File: config.mk
export PLATFORM = sky130hd
export DESIGN_NAME = bct_carry_test_unit
export DESIGN_NICKNAME = d
export VERILOG_FILES = /design/src/rtl/bct_pkg.sv /design/src/rtl/bct_carry_test_unit.sv /design/src/rtl/bct_sync.sv
export SDC_FILE = /design/constraint.sdc
export NUM_CORES = 1
export LEC_CHECK = 0
export BUFFER_PORTS_ARGS = -buffer_cell sky130_fd_sc_hd__buf_2
export CORE_MARGIN = 2
export CORE_UTILIZATION = 30
export DETAILED_ROUTE_END_ITERATION = 10
export PLACE_DENSITY = 0.48
export SLEW_MARGIN = 20
export SYNTH_ARGS = -nofsm -noshare
export SYNTH_HDL_FRONTEND = slang
export SYNTH_HIERARCHICAL = 1
export SYNTH_SLANG_ARGS = --single-unit
export TNS_END_PERCENT = 50
File: constraint.sdc
create_clock -name clk_sys -period 13.5 [get_ports clk_sys]
set_input_delay 2.025 -clock clk_sys [delete_from_list [all_inputs] [get_ports clk_sys]]
set_output_delay 2.025 -clock clk_sys [all_outputs]
set_load 0.01 [all_outputs]
File: src/rtl/bct_pkg.sv
// Shared constants, types and decoders for the carry test unit
package bct_pkg;

  localparam int DIGITS = 14;
  localparam int WORD_W = 56;
  localparam logic [3:0] LAST_DIGIT = 4'hD;
  localparam logic [1:0] LAST_PHASE = 2'h3;
  // Phase one is high in phases 0 and 2; its second pulse falls as
  // phase 2 ends, so every digit is judged at that edge
  localparam logic [1:0] FLAG_SAMPLE_PHASE = 2'h2;
  localparam logic [1:0] PHASE_ONE_HIGH_A = 2'h0;
  localparam logic [1:0] PHASE_ONE_HIGH_B = 2'h2;

  // Instruction decode fields
  localparam logic [1:0] CLASS_ARITH = 2'h2;
  localparam logic [4:0] OPC_NE_AC = 5'h1B;
  localparam logic [4:0] OPC_LT_AB = 5'h19;
  localparam logic [4:0] OPC_LT_AC = 5'h18;
  localparam logic [4:0] OPC_NZ_B = 5'h16;
  localparam logic [4:0] OPC_NZ_C = 5'h17;
  localparam logic [5:0] OPC_FLAG_LOW = 6'h2C;
  localparam logic [9:0] OPC_LLD = 10'h160;
  localparam logic [3:0] DIG_ILLEGAL_A = 4'h7;
  localparam logic [3:0] DIG_ILLEGAL_B = 4'hF;

  // Time enable field codes
  localparam logic [2:0] TEF_PT = 3'h0;
  localparam logic [2:0] TEF_X = 3'h1;
  localparam logic [2:0] TEF_WPT = 3'h2;
  localparam logic [2:0] TEF_W = 3'h3;
  localparam logic [2:0] TEF_PQ = 3'h4;
  localparam logic [2:0] TEF_XS = 3'h5;
  localparam logic [2:0] TEF_M = 3'h6;
  localparam logic [2:0] TEF_S = 3'h7;
  localparam logic [3:0] EXP_SIGN_DIGIT = 4'h2;
  localparam logic [3:0] MANT_LOW_DIGIT = 4'h3;
  localparam logic [3:0] MANT_HIGH_DIGIT = 4'hC;
  localparam logic [3:0] MANT_SIGN_DIGIT = 4'hD;

  localparam logic RST_CARRY = 1'b0;

  typedef enum logic [1:0] {
    BCT_IDLE = 2'b01,
    BCT_RUN = 2'b10
  } bct_state_t;

  typedef enum logic [6:0] {
    BCT_OP_NONE = 7'h00,
    BCT_OP_NE = 7'h01,
    BCT_OP_LT = 7'h02,
    BCT_OP_NZ = 7'h04,
    BCT_OP_FLAG = 7'h08,
    BCT_OP_LLD = 7'h10,
    BCT_OP_RSV0 = 7'h20,
    BCT_OP_RSV1 = 7'h40
  } bct_op_t;

  // Digit-number field to digit time
  function automatic logic [3:0] bct_digit_of(input logic [3:0] code);
    case (code)
      4'h0: bct_digit_of = 4'h3;
      4'h1: bct_digit_of = 4'h4;
      4'h2: bct_digit_of = 4'h5;
      4'h3: bct_digit_of = 4'hA;
      4'h4: bct_digit_of = 4'h8;
      4'h5: bct_digit_of = 4'h6;
      4'h6: bct_digit_of = 4'hB;
      4'h8: bct_digit_of = 4'h2;
      4'h9: bct_digit_of = 4'h9;
      4'hA: bct_digit_of = 4'h7;
      4'hB: bct_digit_of = 4'hD;
      4'hC: bct_digit_of = 4'h1;
      4'hD: bct_digit_of = 4'hC;
      4'hE: bct_digit_of = 4'h0;
      default: bct_digit_of = 4'h0;
    endcase
  endfunction : bct_digit_of

  // True when digit d lies inside the field chosen by tef
  function automatic logic bct_in_field(input logic [2:0] tef,
                                        input logic [3:0] p,
                                        input logic [3:0] q,
                                        input logic [3:0] d);
    case (tef)
      TEF_PT: bct_in_field = (d == p);
      TEF_X: bct_in_field = (d <= EXP_SIGN_DIGIT);
      TEF_WPT: bct_in_field = (d <= p);
      TEF_W: bct_in_field = 1'b1;
      // A reversed pair runs from P up to the top digit
      TEF_PQ: bct_in_field = (p <= q) ? (d >= p && d <= q) : (d >= p);
      TEF_XS: bct_in_field = (d == EXP_SIGN_DIGIT);
      TEF_M: bct_in_field = (d >= MANT_LOW_DIGIT && d <= MANT_HIGH_DIGIT);
      TEF_S: bct_in_field = (d == MANT_SIGN_DIGIT);
      default: bct_in_field = 1'b0;
    endcase
  endfunction : bct_in_field

endpackage : bct_pkg

File: src/rtl/bct_carry_test_unit.sv
// Carry test unit: compares, nonzero tests, flag input and low battery
`timescale 1ns/1ps
// Summary of operation
// - A not equal C over field sets carry, else clears; 56 cycles.
// - A less than B over field sets carry, else clears; 56 cycles.
// - A less than C over field sets carry, else clears; 56 cycles.
// - Any nonzero B digit in field sets carry, else clears.
// - Any nonzero C digit in field sets carry, else clears.
// - Flag test loads carry from flag input bit chosen by digit field.
// - Flag test runs at normal bus speed even in turbo mode.
// - Flag input sampled at second phase-one falling edge of digit.
// - Time-enable field picks the digit range per fixed table.
// - Digit field maps fourteen codes to digit times; 0111, 1111 illegal.
module bct_carry_test_unit (
  input wire logic clk_sys,
  input wire logic rst,
  input wire logic instrValid,
  input wire logic [9:0] instrWord,
  input wire logic [bct_pkg::WORD_W-1:0] regA,
  input wire logic [bct_pkg::WORD_W-1:0] regB,
  input wire logic [bct_pkg::WORD_W-1:0] regC,
  input wire logic [3:0] ptrP,
  input wire logic [3:0] ptrQ,
  input wire logic turboActive,
  input wire logic serialFlagInput,
  input wire logic lowLevelDetect_n,
  output logic carryFlag,
  output logic busy,
  output logic done,
  output logic phaseOneClock,
  output logic normalSpeedReq
);
  import bct_pkg::*;

  // One struct holds all state; a single copy is rebuilt every cycle
  // so no field can be left unassigned on some path
  typedef struct packed {
    bct_state_t state;
    bct_op_t op;
    logic [2:0] tef;
    logic [3:0] flagDigit;
    logic [WORD_W-1:0] opA;
    logic [WORD_W-1:0] opX;
    logic [3:0] ptrP;
    logic [3:0] ptrQ;
    logic [3:0] digit;
    logic [1:0] phase;
    logic acc;
    logic carry;
    logic busy;
    logic done;
    logic phaseOne;
    logic normal;
  } bct_st_t;

  bct_st_t st_r;
  bct_st_t st_nxt;
  logic flagSync;
  logic lowSync_n;

  // Both pins come from outside the clock domain
  bct_sync #(
    .WIDTH(2)
  ) u_sync (
    .clk_sys(clk_sys),
    .rst(rst),
    .pinAsync({serialFlagInput, lowLevelDetect_n}),
    .pinSync({flagSync, lowSync_n})
  );

  logic isArith;
  logic [4:0] opc5;
  logic [3:0] digCode;
  logic digLegal;
  logic [3:0] nibA;
  logic [3:0] nibX;
  logic inField;
  logic lastStep;

  always_comb begin
    isArith = (instrWord[1:0] == CLASS_ARITH);
    opc5 = instrWord[9:5];
    digCode = instrWord[9:6];
    // The two spare digit codes belong to other instructions
    digLegal = (digCode != DIG_ILLEGAL_A) &&
               (digCode != DIG_ILLEGAL_B);
    nibA = st_r.opA[4*st_r.digit +: 4];
    nibX = st_r.opX[4*st_r.digit +: 4];
    inField = bct_in_field(st_r.tef, st_r.ptrP, st_r.ptrQ,
                           st_r.digit);
    lastStep = (st_r.digit == LAST_DIGIT) && (st_r.phase == LAST_PHASE);
  end

  always_comb begin
    st_nxt = st_r;
    st_nxt.done = 1'b0;
    case (st_r.state)
      BCT_IDLE: begin
        // Unknown words leave the unit idle
        st_nxt.phaseOne = 1'b0;
        if (instrValid) begin
          st_nxt.op = BCT_OP_NONE;
          st_nxt.tef = instrWord[4:2];
          st_nxt.flagDigit = bct_digit_of(digCode);
          // Operands are copied; the source registers are never written
          st_nxt.opA = regA;
          st_nxt.opX = regC;
          st_nxt.ptrP = ptrP;
          st_nxt.ptrQ = ptrQ;
          if (isArith && opc5 == OPC_NE_AC) begin
            st_nxt.op = BCT_OP_NE;
          end else if (isArith && opc5 == OPC_LT_AB) begin
            st_nxt.op = BCT_OP_LT;
            st_nxt.opX = regB;
          end else if (isArith && opc5 == OPC_LT_AC) begin
            st_nxt.op = BCT_OP_LT;
          end else if (isArith && opc5 == OPC_NZ_B) begin
            st_nxt.op = BCT_OP_NZ;
            st_nxt.opA = regB;
          end else if (isArith && opc5 == OPC_NZ_C) begin
            st_nxt.op = BCT_OP_NZ;
            st_nxt.opA = regC;
          end else if (instrWord[5:0] == OPC_FLAG_LOW && digLegal) begin
            st_nxt.op = BCT_OP_FLAG;
          end else if (instrWord == OPC_LLD) begin
            st_nxt.op = BCT_OP_LLD;
          end
          if (st_nxt.op != BCT_OP_NONE) begin
            st_nxt.state = BCT_RUN;
            st_nxt.busy = 1'b1;
            st_nxt.digit = 4'h0;
            st_nxt.phase = 2'h0;
            st_nxt.acc = 1'b0;
            st_nxt.phaseOne = 1'b1;
            // Peripherals need a full-length digit time to answer
            st_nxt.normal = turboActive && (st_nxt.op == BCT_OP_FLAG);
          end
        end
      end
      BCT_RUN: begin
        // Four clocks make one digit time
        st_nxt.phase = st_r.phase + 2'h1;
        if (st_r.phase == LAST_PHASE) begin
          st_nxt.digit = st_r.digit + 4'h1;
        end
        st_nxt.phaseOne = (st_nxt.phase == PHASE_ONE_HIGH_A) ||
                          (st_nxt.phase == PHASE_ONE_HIGH_B);
        // Each digit is judged where its second phase-one pulse falls;
        // the flag pin has by then passed the two synchroniser stages
        if (st_r.phase == FLAG_SAMPLE_PHASE) begin
          case (st_r.op)
            BCT_OP_NE: begin
              if (inField && nibA != nibX) begin
                st_nxt.acc = 1'b1;
              end
            end
            BCT_OP_LT: begin
              // Serial borrow from the least significant digit up
              if (inField) begin
                st_nxt.acc = (nibA < nibX) ||
                             ((nibA == nibX) && st_r.acc);
              end
            end
            BCT_OP_NZ: begin
              if (inField && nibA != 4'h0) begin
                st_nxt.acc = 1'b1;
              end
            end
            BCT_OP_FLAG: begin
              // Only the chosen digit time loads carry
              if (st_r.digit == st_r.flagDigit) begin
                st_nxt.acc = flagSync;
              end
            end
            BCT_OP_LLD: begin
              // Every digit resamples; the last one before the end wins
              st_nxt.acc = ~lowSync_n;
            end
            default: begin
              st_nxt.acc = st_r.acc;
            end
          endcase
        end
        // Carry moves only here, so refused words never touch it
        if (lastStep) begin
          st_nxt.state = BCT_IDLE;
          st_nxt.carry = st_nxt.acc;
          st_nxt.busy = 1'b0;
          st_nxt.done = 1'b1;
          st_nxt.normal = 1'b0;
          st_nxt.phaseOne = 1'b0;
          // Keeps the idle digit index inside the operand word
          st_nxt.digit = 4'h0;
        end
      end
      default: begin
        // A corrupt state code falls back to idle; carry is kept
        st_nxt.state = BCT_IDLE;
        st_nxt.busy = 1'b0;
        st_nxt.normal = 1'b0;
      end
    endcase
  end

  always_ff @(posedge clk_sys or posedge rst) begin
    if (rst) begin
      st_r <= '0;
      st_r.state <= BCT_IDLE;
      st_r.op <= BCT_OP_NONE;
      st_r.carry <= RST_CARRY;
    end else begin
      st_r <= st_nxt;
    end
  end

  // Outputs are plain register fields, with no logic after the flops
  assign carryFlag = st_r.carry;
  assign busy = st_r.busy;
  assign done = st_r.done;
  assign phaseOneClock = st_r.phaseOne;
  assign normalSpeedReq = st_r.normal;

endmodule : bct_carry_test_unit

File: src/rtl/bct_sync.sv
// Two-flop synchroniser for asynchronous input pins
`timescale 1ns/1ps
module bct_sync #(
  parameter int WIDTH = 2
) (
  input wire logic clk_sys,
  input wire logic rst,
  input wire logic [WIDTH-1:0] pinAsync,
  output logic [WIDTH-1:0] pinSync
);
  import bct_pkg::*;

  typedef struct packed {
    logic [WIDTH-1:0] meta;
    logic [WIDTH-1:0] stable;
  } bct_sync_st_t;

  bct_sync_st_t st_r;
  bct_sync_st_t st_nxt;

  always_comb begin
    st_nxt.meta = pinAsync;
    st_nxt.stable = st_r.meta;
  end

  always_ff @(posedge clk_sys or posedge rst) begin
    if (rst) begin
      st_r <= '0;
    end else begin
      st_r <= st_nxt;
    end
  end

  assign pinSync = st_r.stable;

endmodule : bct_sync

==> results.md <==
- 197 I/O pins were placed.
- The area used by multi-input combinational logic is 5040 um^2.
- The maximum number of pins on one net before global-route repair is 116.
- The final design utilization is 0.365.
- The critical path goes through buf_2, inv_2, nor4b_4, buf_4, nand2b_1, o31ai_1, and2_1, or3_1, o41ai_2.
- The via count of the first global-routing pass was 7565.
- The final weighted congestion of routability-driven global placement is approximately 0.84.
- The switching share of power is 0.351.
- The mapped cell area is 9220 um^2.
- The setup TNS after final layout is 0 ns.
- The floorplan has 64 rows.
- The maximum single-stage delay on the critical path is 0.78 ns.
- The H-tree level count is 4.
- The wire length per cell after detailed routing is 17.8 um.
- From left edge to right edge, the die measures around 180 um.
- Derived from the worst setup path, the maximum achievable clock frequency is 228 MHz.
- After synthesis the netlist holds a flip-flop and latch count of 150.
- In this run the worst hold path is classified as flip-flop to flip-flop.
- The die area is 32200 um^2.
- The critical path contains buffers and inverters numbering 3 combined.
- Once the clock tree was built, the resizer swapped 0 gates to a different size.
- The global-route wire length before repair is around 43000 um.
- For this run, the total global-route usage over all layers was measured as 0.175.
- The number of enable flip-flop cells after synthesis is 0.
- The total power per unit cell area is roughly 160 nW/um^2.
- The post-synth net total is 1190.
- The sequential cells in the finished layout cover a total of 3760 um^2.
- In the routed layout, each cell is associated on average with a via count of between 4 and 5.
- Of all flip-flops after synthesis, the portion carrying an async set or reset was 1.00.
- The cell taking the most area after synthesis is sky130_fd_sc_hd__dfrtp_1.
- The analysis attributes to net switching a power of around 0.64 mW.
- The number of antenna violations at the first check in global routing is 1.
- The worst path needs 4.38 ns of the cycle, external delays included.
- Data on the critical path is required at its endpoint by 13.81 ns.
- Clock-pin slew was measured on the worst setup and hold paths at 0.06 ns.
- The final number of setup-violating endpoints is 0.
- The highest-delay cell along the critical path is sky130_fd_sc_hd__buf_4.
- In this run, distinct cell masters in the synthesized netlist total 74.
- The prevailing post-synth register cell is sky130_fd_sc_hd__dfrtp_1.
- The synthesized area per cell is 9.52 um^2.
- Setup repair after global routing left no endpoint under its margin.
- The critical path in this run is classified as primary input to flip-flop.
- The commonest cells after synthesis are sky130_fd_sc_hd__o21ai_0, sky130_fd_sc_hd__nand2_1, sky130_fd_sc_hd__dfrtp_1.
- The overflow left after global routing is 0.
- The root buffer cell chosen for the clock tree is sky130_fd_sc_hd__clkbuf_16.
- The area growth from synthesis to layout is 20.4%.
- The antenna violation net count after detailed routing is 0.
- Hold repair after CTS inserted 0 buffers.
- The CTS sink count is 150.
- The placed wire-length estimate after detailed placement is 20000 um.
- The final max-slew violation count is 0.
- The max-cap check violation count is 0.
- In this run, CTS created clock tree buffers numbering 17.
- The post-route clock period utilization is 0.324.
- The slew of the pin with the lowest slew margin is 1.09 ns.
- The number of remaining DRC errors is 0.
- The placeable core region is slightly above 30000 um^2.
- Along the worst path, the maximum fanout reaches 114.
- The clock reaches the later pin of the worst-skew pair after 0.42 ns.
- The relative slew slack is 0.275.
- STA classifies the critical path endpoint as a flip-flop.
- For this run, the register share of the synthesized area comes to 0.407.
- The most instantiated library cell after synthesis is sky130_fd_sc_hd__o21ai_0.
- TritonCTS built the clock tree.
- The quantity of I/O buffers inserted on ports is 196.
- The total power draw is 1.81 mW.
- The share of final-layout standard cells stronger than drive strength 1 is 0.259.
- The number of synthesis warnings is 6.
- The filler cell count in the final layout is 3171.
- In this run the vertical extent of the chip is 179 um.
- The share of synthesized area in the top cell type comes to 0.404.
- The power share of the combinational group is 0.306.
- For this block, the via count after detailed routing is roughly 7500.
- The maximum vdd ir drop is 0.0000915 V.
- The clock passes through at most 2 buffers.
- The gate family responsible for the most delay along the worst path is simple AND/OR/NAND/NOR gates.
- The effective utilization at floorplan is 0.303.
- Buffers added to address setup during post-CTS repair amount to 0.
- For this run, the detailed router's first-pass iteration total came to 5.
- The critical path data arrival time is 4.69 ns.
- The final hold violation count is 0.
- Internal power comes to 1.18 mW.
- The flow ran to the end, and the final reports show no timing, DRC or antenna violations.
- Counting every instance in the synthesized netlist gives just under 1000.
- The number of DRC markers in iteration 0 is roughly 380.
- The sequential group share of total power is 0.408.
- Sorting the synthesized cells by area gives the leading types as sky130_fd_sc_hd__dfrtp_1, sky130_fd_sc_hd__mux2i_1, sky130_fd_sc_hd__o21ai_0.
- In this run the static leakage power is 4.83 nW.
- The wire length reported by the detailed router is 27300 um.
- The final net count is roughly 1300.
- The worst setup path is launched from a primary input.
- The setup skew after layout is about 0.015 ns.
- The clock share of power is 0.286.
## per-layer routing
| layer | track usage | vias up | wire [um] |
|---|---|---|---|
| li1 | - | 3772 | - |
| met1 | 0.233 | 3553 | 12700 |
| met2 | 0.292 | 162 | 13100 |
| met3 | 0.0335 | 20 | 1060 |
| met4 | 0.0481 | 0 | 505 |
| met5 | 0 | - | 0 |
## path summary, 6_finish.rpt
path	startpoint	endpoint	slack, ns	cells after the start
min in group asynchronous	rst	u_sync/pinSync[1]	1.52	2
worst min register to register	u_sync/st_nxt[0]	u_sync/pinSync[0]	0.35	0
worst max register to register	st_r[8]	st_r[5]	9.43	10
worst min-delay path	u_sync/st_nxt[0]	u_sync/pinSync[0]	0.35	0
worst max-delay path	instrWord[6]	st_r[11]	9.12	9
max in group asynchronous	rst	st_r[23]	10.47	3
## through the flow
| step | cells | area [um^2] | hold slack (ns) | setup slack [ns] |
|---|---|---|---|---|
| finish | 1532 | 11100 | 0.354 | 9.12 |
| global route | 1532 | 11100 | 0.367 | 8.90 |
| CTS | 1531 | 11100 | 0.361 | 9.11 |
| detailed placement | 1499 | 10500 | 0.337 | 8.67 |
| global placement | 1499 | 10500 | 0.334 | 8.69 |
| floorplan | 969 | 9220 | 0.331 | 7.55 |
## placed cells by master, fill, tap and decap left out, drive strengths merged, types with 3 or more instances in the layout
master  instances
buf           205
o21ai         199
nand2         191
dfrtp         149
mux2i         135
inv            31
ha             29
nor2           19
mux4           19
clkbuf         18
mux2           16
a21oi          13
o22ai           8
nand4           7
o221ai          7
o31ai           5
xnor2           5
a21boi          5
o21a            4
nor3            4
nand2b          4
or2             4
o211ai          4
bufinv          4
nor4b           4
and3            3
nor2b           3
a31oi           3
nand3           3
a311oi          3
o41ai           3
clkinv          3
## logic make-up after synthesis
group	after synthesis	share of synthesized area
AO/OA/AOI/OAI	264	0.165
buffers and inverters	95	0.0476
XOR/XNOR	7	0.00665
multiplexers	170	0.213
adder cells (fa/ha/maj)	29	0.0393
AND/OR/NAND/NOR	254	0.121
flip-flops	150	0.407
## power groups by stage
stage	combinational [mW]	sequential (mW)	clock, mW
final	0.555	0.739	0.520
after global routing	0.644	0.766	0.555
after CTS	0.567	0.742	0.534
after detailed placement	0.566	0.750	0
after global placement	0.555	0.746	0
after floorplan	0.422	0.701	0
## state kept, by name, summed over array words and instances (netlist names)
| signal | flops |
|---|---|
| u_sync/st_nxt | 2 |
| busy | 1 |
| carryFlag | 1 |
| done | 1 |
| normalSpeedReq | 1 |
| u_sync/pinSync | 2 |
| phaseOneClock | 1 |
| st_r | 141 |
## area by class of cell
type                       count  share of cell area
inverter                      24             0.00981
antenna                        1            0.000225
sequential                   150               0.338
clock buffer                  18              0.0396
clock inverter                14              0.0184
multi-input combinational    724               0.454
tap                          396              0.0446
timing repair buffer         205              0.0947
(Power assumes the default switching activity.)
